**src/fpo_pkg.sv**
```systemverilog
// Package: register map, field layout and operation codes of the flash operand block
package fpo_pkg;
    // Register word offsets (byte addresses)
    localparam logic [5:0] OFS_CONTROL = 6'h00;
    localparam logic [5:0] OFS_KEY = 6'h04;
    localparam logic [5:0] OFS_TARGET = 6'h08;
    localparam logic [5:0] OFS_DATA0 = 6'h0C;
    localparam logic [5:0] OFS_DATA1 = 6'h10;
    localparam logic [5:0] OFS_DATA2 = 6'h14;
    localparam logic [5:0] OFS_DATA3 = 6'h18;
    localparam logic [5:0] OFS_SOURCE = 6'h1C;
    localparam logic [5:0] OFS_CONTROL2 = 6'h20;
    localparam logic [5:0] OFS_STATUS = 6'h24;
    // Control register field positions
    localparam int CTL_GO_BIT = 15;
    localparam int CTL_ARM_BIT = 14;
    localparam int CTL_ERR_BIT = 13;
    localparam int CTL_LVD_BIT = 12;
    localparam int CTL_PSWAP_BIT = 7;
    localparam int CTL_BSWAP_BIT = 6;
    localparam int CTL_OP_LSB = 0;
    // Control 2: swap lock field
    localparam int CTL2_LOCK_LSB = 6;
    // Address masks per granularity
    localparam logic [31:0] MASK_PAGE = 32'hFFFF_F000;
    localparam logic [31:0] MASK_ROW = 32'hFFFF_FE00;
    localparam logic [31:0] MASK_QUAD = 32'hFFFF_FFF0;
    localparam logic [31:0] MASK_WORD = 32'hFFFF_FFFC;
    localparam logic [31:0] RST_WORD = 32'h0000_0000;
    // Unlock key values (arbitrary)
    localparam logic [31:0] KEY_FIRST = 32'h1234_5678;
    localparam logic [31:0] KEY_SECOND = 32'h8765_4321;

    typedef enum logic [3:0]
    {
        OP_NONE = 4'h0,
        OP_WORD = 4'h1,
        OP_QUAD = 4'h2,
        OP_ROW = 4'h3,
        OP_PAGE = 4'h4
    } fpo_op_e;

    typedef enum logic [1:0]
    {
        UNLK_IDLE,
        UNLK_HALF,
        UNLK_OPEN
    } fpo_unlk_e;

    // Operands handed to the array sequencer
    typedef struct packed
    {
        logic [3:0] op;
        logic [31:0] address;
        logic addr_used;
        logic [127:0] data;
        logic [31:0] source;
    } fpo_cmd_s;
endpackage

```
**src/fpo_regs.sv**
```systemverilog
// Flash program operand, unlock and control registers behind an Avalon-MM slave
// Notes on behaviour
// Key register is write-only; every read returns zero.
// Key writes serve only the unlock sequence protecting program flash.
// Page erase ignores target address bits 11:0.
// Row program ignores target address bits 8:0.
// Word program ignores target address bits 1:0.
// Quad word program selects 128-bit aligned word, ignoring bits 3:0.
// Other operations disregard the target address entirely.
// Word program writes data register zero.
// Quad program writes data 3,2,1,0; data zero least significant.
// Row program fetches data from the source address register.
// Address, data and source registers clear only on power-on reset.
// Go, arm and error flags reset only on power-on reset.
// Swap bits change only with arm low, unlocked and swap locks clear; boot swap also reloads from i_boot_seq_swap on any system reset.
// Boot swap value comes from programmed boot panel sequence numbers.
// Operation codes: 1 word, 2 quad, 3 row, 4 page, 0 none.
// Go set only with arm high after unlock; software never clears it.
// Unlock needs the key values written in order to the key register.
//
// The register offsets and the Avalon-MM register port were decided locally.
`timescale 1ns/1ps
module fpo_regs #(
    parameter logic [31:0] KEY_A = fpo_pkg::KEY_FIRST,
    parameter logic [31:0] KEY_B = fpo_pkg::KEY_SECOND
)
(
    input wire logic i_mclk,
    input wire logic i_arst_n,
    input wire logic i_sys_rst_n,
    input wire logic [5:0] i_avs_address,
    input wire logic i_avs_read,
    input wire logic i_avs_write,
    input wire logic [31:0] i_avs_writedata,
    input wire logic [3:0] i_avs_byteenable,
    output logic [31:0] o_avs_readdata,
    output logic o_avs_waitrequest,
    output logic [1:0] o_avs_response,
    input wire logic i_boot_seq_swap,
    input wire logic i_op_done,
    input wire logic i_op_fail,
    input wire logic i_low_voltage,
    output fpo_pkg::fpo_cmd_s o_cmd,
    output logic o_go,
    output logic o_write_arm,
    output logic o_program_bank_swap,
    output logic o_boot_bank_swap
);

    logic [31:0] target_r;
    logic [31:0] data_r [4];
    logic [31:0] source_r;
    logic [3:0] op_r;
    logic go_r;
    logic arm_r;
    logic err_r;
    logic lvd_r;
    logic pswap_r;
    logic bswap_r;
    logic [1:0] lock_r;
    logic ack_r;
    logic [31:0] rdata_r;
    logic [1:0] resp_r;
    fpo_pkg::fpo_unlk_e unlk_r;
    logic wr_acc;
    logic rd_acc;
    logic unlocked;

    // Byte-lane merge used by the target, data and source words
    function automatic logic [31:0] merge(input logic [31:0] old, input logic [31:0] wd, input logic [3:0] be);
        logic [31:0] res;
        res = old;
        for (int i = 0; i < 4; i++)
        begin
            if (be[i])
            begin
                res[i*8 +: 8] = wd[i*8 +: 8];
            end
        end
        return res;
    endfunction

    // One wait cycle per access keeps read data registered
    assign wr_acc = i_avs_write && !ack_r;
    assign rd_acc = i_avs_read && !ack_r;
    assign o_avs_waitrequest = (i_avs_read || i_avs_write) && !ack_r;
    assign o_avs_readdata = rdata_r;
    assign o_avs_response = resp_r;
    assign unlocked = (unlk_r == fpo_pkg::UNLK_OPEN);

    // Handshake: acknowledge lasts exactly one cycle
    always_ff @(posedge i_mclk or negedge i_arst_n)
    begin
        if (!i_arst_n)
        begin
            ack_r <= 1'b0;
        end
        else
        begin
            ack_r <= (i_avs_read || i_avs_write) && !ack_r;
        end
    end

    // Unlock tracker; a wrong key write or a control write breaks the sequence
    always_ff @(posedge i_mclk or negedge i_arst_n)
    begin
        if (!i_arst_n)
        begin
            unlk_r <= fpo_pkg::UNLK_IDLE;
        end
        else if (!i_sys_rst_n)
        begin
            unlk_r <= fpo_pkg::UNLK_IDLE;
        end
        else if (wr_acc)
        begin
            if (i_avs_address == fpo_pkg::OFS_KEY)
            begin
                if (unlk_r == fpo_pkg::UNLK_IDLE && i_avs_writedata == KEY_A)
                begin
                    unlk_r <= fpo_pkg::UNLK_HALF;
                end
                else if (unlk_r == fpo_pkg::UNLK_HALF && i_avs_writedata == KEY_B)
                begin
                    unlk_r <= fpo_pkg::UNLK_OPEN;
                end
                else
                begin
                    unlk_r <= fpo_pkg::UNLK_IDLE;
                end
            end
            else if (i_avs_address == fpo_pkg::OFS_CONTROL && unlk_r == fpo_pkg::UNLK_HALF)
            begin
                unlk_r <= fpo_pkg::UNLK_IDLE;
            end
            else if (unlk_r == fpo_pkg::UNLK_OPEN && i_avs_address == fpo_pkg::OFS_CONTROL)
            begin
                // Unlock is consumed by the next control write
                unlk_r <= fpo_pkg::UNLK_IDLE;
            end
        end
    end

    // Operand registers: only the power-on reset clears them
    always_ff @(posedge i_mclk or negedge i_arst_n)
    begin
        if (!i_arst_n)
        begin
            target_r <= fpo_pkg::RST_WORD;
            source_r <= fpo_pkg::RST_WORD;
            for (int i = 0; i < 4; i++)
            begin
                data_r[i] <= fpo_pkg::RST_WORD;
            end
        end
        else if (wr_acc)
        begin
            if (i_avs_address == fpo_pkg::OFS_TARGET)
            begin
                target_r <= merge(target_r, i_avs_writedata, i_avs_byteenable);
            end
            else if (i_avs_address == fpo_pkg::OFS_DATA0)
            begin
                data_r[0] <= merge(data_r[0], i_avs_writedata, i_avs_byteenable);
            end
            else if (i_avs_address == fpo_pkg::OFS_DATA1)
            begin
                data_r[1] <= merge(data_r[1], i_avs_writedata, i_avs_byteenable);
            end
            else if (i_avs_address == fpo_pkg::OFS_DATA2)
            begin
                data_r[2] <= merge(data_r[2], i_avs_writedata, i_avs_byteenable);
            end
            else if (i_avs_address == fpo_pkg::OFS_DATA3)
            begin
                data_r[3] <= merge(data_r[3], i_avs_writedata, i_avs_byteenable);
            end
            else if (i_avs_address == fpo_pkg::OFS_SOURCE)
            begin
                source_r <= merge(source_r, i_avs_writedata, i_avs_byteenable);
            end
        end
    end

    // Control flags; power-on reset only, system reset does not touch them
    always_ff @(posedge i_mclk or negedge i_arst_n)
    begin
        if (!i_arst_n)
        begin
            go_r <= 1'b0;
            arm_r <= 1'b0;
            err_r <= 1'b0;
            lvd_r <= 1'b0;
            op_r <= 4'h0;
            pswap_r <= 1'b0;
            lock_r <= 2'h0;
        end
        else
        begin
            // Hardware completion clears go; a late software set still wins
            if (go_r && i_op_done)
            begin
                go_r <= 1'b0;
                if (op_r == fpo_pkg::OP_NONE)
                begin
                    err_r <= 1'b0;
                    lvd_r <= 1'b0;
                end
                else
                begin
                    err_r <= i_op_fail;
                    lvd_r <= i_low_voltage;
                end
            end
            if (wr_acc && i_avs_address == fpo_pkg::OFS_CONTROL2 && i_avs_byteenable[0])
            begin
                lock_r <= i_avs_writedata[fpo_pkg::CTL2_LOCK_LSB +: 2];
            end
            if (wr_acc && i_avs_address == fpo_pkg::OFS_CONTROL)
            begin
                if (i_avs_byteenable[1])
                begin
                    arm_r <= i_avs_writedata[fpo_pkg::CTL_ARM_BIT];
                    // Go only sets, never clears from software
                    if (i_avs_writedata[fpo_pkg::CTL_GO_BIT] && arm_r && unlocked)
                    begin
                        go_r <= 1'b1;
                    end
                end
                if (i_avs_byteenable[0] && !arm_r)
                begin
                    op_r <= i_avs_writedata[fpo_pkg::CTL_OP_LSB +: 4];
                    if (unlocked && lock_r == 2'h0)
                    begin
                        pswap_r <= i_avs_writedata[fpo_pkg::CTL_PSWAP_BIT];
                    end
                end
            end
        end
    end

    // Boot swap reloads from panel sequence numbers when unlocked edits are allowed
    always_ff @(posedge i_mclk or negedge i_arst_n)
    begin
        if (!i_arst_n)
        begin
            bswap_r <= 1'b0;
        end
        else if (wr_acc && i_avs_address == fpo_pkg::OFS_CONTROL && i_avs_byteenable[0] && !arm_r
                 && unlocked && lock_r == 2'h0)
        begin
            bswap_r <= i_boot_seq_swap;
        end
        else if (!i_sys_rst_n)
        begin
            bswap_r <= i_boot_seq_swap;
        end
    end

    // Registered read path; unmapped addresses answer SLVERR
    always_ff @(posedge i_mclk or negedge i_arst_n)
    begin
        if (!i_arst_n)
        begin
            rdata_r <= fpo_pkg::RST_WORD;
            resp_r <= 2'h0;
        end
        else if (rd_acc || wr_acc)
        begin
            rdata_r <= fpo_pkg::RST_WORD;
            resp_r <= 2'h0;
            if (i_avs_address == fpo_pkg::OFS_CONTROL)
            begin
                rdata_r <= {16'h0000, go_r, arm_r, err_r, lvd_r, 4'h0, pswap_r, bswap_r, 2'h0, op_r};
            end
            else if (i_avs_address == fpo_pkg::OFS_KEY)
            begin
                rdata_r <= fpo_pkg::RST_WORD;
            end
            else if (i_avs_address == fpo_pkg::OFS_TARGET)
            begin
                rdata_r <= target_r;
            end
            else if (i_avs_address == fpo_pkg::OFS_DATA0)
            begin
                rdata_r <= data_r[0];
            end
            else if (i_avs_address == fpo_pkg::OFS_DATA1)
            begin
                rdata_r <= data_r[1];
            end
            else if (i_avs_address == fpo_pkg::OFS_DATA2)
            begin
                rdata_r <= data_r[2];
            end
            else if (i_avs_address == fpo_pkg::OFS_DATA3)
            begin
                rdata_r <= data_r[3];
            end
            else if (i_avs_address == fpo_pkg::OFS_SOURCE)
            begin
                rdata_r <= source_r;
            end
            else if (i_avs_address == fpo_pkg::OFS_CONTROL2)
            begin
                rdata_r <= {24'h000000, lock_r, 6'h00};
            end
            else if (i_avs_address == fpo_pkg::OFS_STATUS)
            begin
                rdata_r <= {30'h00000000, unlk_r};
            end
            else
            begin
                resp_r <= 2'h2;
            end
        end
    end

    // Operand hand-off with granularity masking of the target address
    always_comb
    begin
        o_cmd.op = op_r;
        o_cmd.data = {data_r[3], data_r[2], data_r[1], data_r[0]};
        o_cmd.source = source_r;
        o_cmd.addr_used = 1'b1;
        case (op_r)
            fpo_pkg::OP_PAGE: o_cmd.address = target_r & fpo_pkg::MASK_PAGE;
            fpo_pkg::OP_ROW: o_cmd.address = target_r & fpo_pkg::MASK_ROW;
            fpo_pkg::OP_WORD:
            begin
                o_cmd.address = target_r & fpo_pkg::MASK_WORD;
                o_cmd.data = {96'h0, data_r[0]};
            end
            fpo_pkg::OP_QUAD: o_cmd.address = target_r & fpo_pkg::MASK_QUAD;
            default:
            begin
                o_cmd.address = fpo_pkg::RST_WORD;
                o_cmd.addr_used = 1'b0;
            end
        endcase
        if (op_r != fpo_pkg::OP_ROW)
        begin
            o_cmd.source = fpo_pkg::RST_WORD;
        end
    end

    assign o_go = go_r;
    assign o_write_arm = arm_r;
    assign o_program_bank_swap = pswap_r;
    assign o_boot_bank_swap = bswap_r;

endmodule

```
**config.mk**
```make
export PLATFORM = sky130hd
export DESIGN_NAME = fpo_regs
export DESIGN_NICKNAME = d
export VERILOG_FILES = /design/src/fpo_pkg.sv /design/src/fpo_regs.sv
export SDC_FILE = /design/constraint.sdc
export NUM_CORES = 1
export LEC_CHECK = 0
export BUFFER_PORTS_ARGS = -buffer_cell sky130_fd_sc_hd__buf_2
export CAP_MARGIN = 30
export CORE_MARGIN = 8
export CORE_UTILIZATION = 35
export DETAILED_ROUTE_END_ITERATION = 8
export GPL_ROUTABILITY_DRIVEN = 1
export PLACE_DENSITY_LB_ADDON = 0.1
export SYNTH_ARGS = -nofsm -noshare
export SYNTH_HDL_FRONTEND = slang
export SYNTH_SLANG_ARGS = --single-unit
```
**constraint.sdc**
```tcl
create_clock -name i_mclk -period 4.3 [get_ports i_mclk]
set_input_delay 0.43 -clock i_mclk [delete_from_list [all_inputs] [get_ports i_mclk]]
set_output_delay 0.43 -clock i_mclk [all_outputs]
set_load 0.01 [all_outputs]
```
==> impl_metrics.csv <==
group,metric,value,unit
sta,hold_violations,33,
cts,htree_levels,1,
logic_synthesis,async_flop_share,100,%
route,routedWlPerCell,25.1,um
sta,fin_skew,5.61,ps
finish,final_cell_mix,"281 x buf_2, 240 x dfrtp_1, 202 x mux2_2",
outcome,status,"finished, violations left",
grt,antenna_found_initial,2,
die,dieArea,41100,um^2
die,die_y,203,um
cts,cts.sinks,240,
finish,area_growth,22.2,%
sta,slew_violations,0,
logic_synthesis,synth_seq_area_share,49.2,%
route,drt_wl_total,42600,um
route,antenna_left,0,
worst_setup_path,worstPathMaxFanout,12,
route,drc,0,
cts,cts_buffers,28,
logic_synthesis,ys_ff_latch,240,
cts,cts_buffer_depth,3,
cts,post_cts_resized,0,
sta,final-setup-viol-count,0,
sta,max_slew.worst_pin.slew,982,ps
sta,fin_tns_setup,0,ps
finish,nNetsFinal,1277,
sta,slew_headroom,34.5,%
route,route.vias.total,8897,
die,ios,287,
cts,holdBufCountCts,0,
route,drt_pass1_iterations,4,
die,core,34500,um^2
finish,seqCellArea,6010,um^2
outcome,failed_checks,"negative hold slack",
finish,fillers,3378,
die,initial_core_util,35.4,%
power,peakVddDrop,0.295,mV
logic_synthesis,synth_cell_type_count,63,
sta,post-route-period-util,64.4,%
logic_synthesis,yosysWarnings,0,
run,maxCapViolCount,0,
grt,grt_pass1_vias,9597,
grt,gr-total-overflow,0,
power,p_leak,7.73,nW
cts,tritoncts,"built",
worst_setup_path,cp-start-kind,"flop",
worst_setup_path,worstPathArrival,2340,ps
logic_synthesis,yosysTopAreaCell,"dfrtp_1",
logic_synthesis,synth_enable_flop_cells,0,
sta,fmax,0.361,GHz
logic_synthesis,synth-main-ff-cell,"dfrtp_1",
power,p_per_area,383,nW/um^2
worst_setup_path,worstPathRequired,3870,ps
cts,insertion_delay,540,ps
grt,grt_max_degree,116,
cts,clk_pin_slew,60,ps
place,gp_congestion,0.825,
route,drtIter0Drc,483,
route,viasPerCell,5.23,
place,dpl.hpwl,30200,um
die,chipWidth,203,um
worst_setup_path,crit_type,"reg2out",
logic_synthesis,syn_avg_cell_area,12.5,um^2
power,finalPower,5.70,mW
cts,post_cts_buffers,0,
worst_setup_path,worstSetupEndpointType,"output pin",
logic_synthesis,synthCells,979,
finish,n_antenna_cell,0,
finish,final_common_cell,"buf_2",
logic_synthesis,netlist_top_cells_area,"dfrtp_1 49%, mux2_2 19%, mux4_2 5.2%, nor2b_1 5.1%, and2_1 3.2%",
finish,final_layout_size_suffix_gt1_share,48.9,%
sta,rsz0062_at_grt,"false",
sta,timing.hold.ws,-58.0,ps
sta,period_needed,2770,ps
die,core.rowCount,68,
grt,grt_pass1_wl,64600,um
cts,clk_root_buffer_cell,"clkbuf_16",
logic_synthesis,synth_area,12200,um^2
logic_synthesis,yosysTopAreaCellShare,49.2,%
grt,track_usage,20.3,%
finish,multi_input_area,5740,um^2
min_path,hp-class,"in2async",
place,io_buffers,283,
cell type report:
cell class / instances / area share [%]
Sequential cell: 240 / 40.3
Multi-Input combinational cell: 649 / 38.5
Timing Repair Buffer: 299 / 10.7
Clock buffer: 41 / 5.71
Tap cell: 455 / 3.82
Clock inverter: 8 / 0.772
Inverter: 8 / 0.201
cell usage after synthesis (6+ instances only):
master and n:
and2_1 63, o21ai_0 15, nor2_2 16, a21oi_1 26
inv_1 8, buf_2 8, nand3_1 10, mux4_2 28
nor2_1 18, mux2i_1 25, a221o_1 22, nand2_1 23
buf_4 36, clkbuf_1 34, o22ai_1 6, dfrtp_1 240
mux2_2 202, nor2b_1 100, nor3_1 24
worst paths after layout:
check                      startpoint     endpoint  slack [ps]  cells after the start
setup / recovery              op_r[1]   o_cmd[188]        1530                      7
hold / removal               i_arst_n  source_r[1]         -60                      1
setup reg to reg                ack_r  data_r[102]        2230                      5
hold reg to reg                 err_r        err_r         490                      2
max in group asynchronous    i_arst_n  data_r[112]        3080                      2
min in group i_mclk         i_op_done         o_go         140                      2
worst max-delay path: stages (launching register included):
cell	delay, ps
dfrtp_1	540
nor2_1	130
xor2_1	160
nor2_2	340
buf_16	200
buf_4	150
and2_1	140
buf_2	130
per-stage QoR:
step	setup WS [ps]	utilization (%)	std cells	hold WS, ps	instance area (um^2)
after floorplan	1990	-	981	134	12200
after global placement	1500	40.4	1650	487	13900
after detailed placement	1470	40.4	1651	482	13900
after CTS	1470	43.2	1700	17.9	14900
after global routing	1360	43.2	1700	25.8	14900
final	1530	43.2	1700	-58.0	14900
state kept, by name (all words and copies together) (netlist names):
name	count
ack_r	1
data_r	128
err_r	1
lock_r	2
lvd_r	1
o_avs_readdata	32
o_avs_response	1
o_boot_bank_swap	1
o_go	1
o_program_bank_swap	1
o_write_arm	1
op_r	4
source_r	32
target_r	32
unlk_r	2
cell families (layout without fill, tap and decap cells):
logic type             count (synthesis)  in the layout  share of synthesized area (%)
flip-flops                           240            240                           49.2
other                                  1              3                         0.0307
AO/OA/AOI/OAI                         88             88                           5.12
AND/OR/NAND/NOR                      299            299                           15.4
buffers and inverters                 92            356                           4.03
multiplexers                         256            256                           26.0
XOR/XNOR                               3              3                          0.215
report_power, final:
group	internal [mW]	switching, mW
Combinational	0.297	0.406
Sequential	2.39	0.117
Clock	1.54	0.957
per-layer routing:
| layer | global-route usage, % | wire [um] | vias up | share of wire (%) |
|---|---|---|---|---|
| met2 | 33.0 | 20000 | 255 | 47 |
| met1 | 27.7 | 19400 | 4589 | 46 |
| met5 | 0 | 25 | - | 0.059 |
| met3 | 4.11 | 2230 | 58 | 5.2 |
| li1 | - | - | 3991 | - |
| met4 | 4.61 | 910 | 4 | 2.1 |
Power figures use the tool's default switching activity.
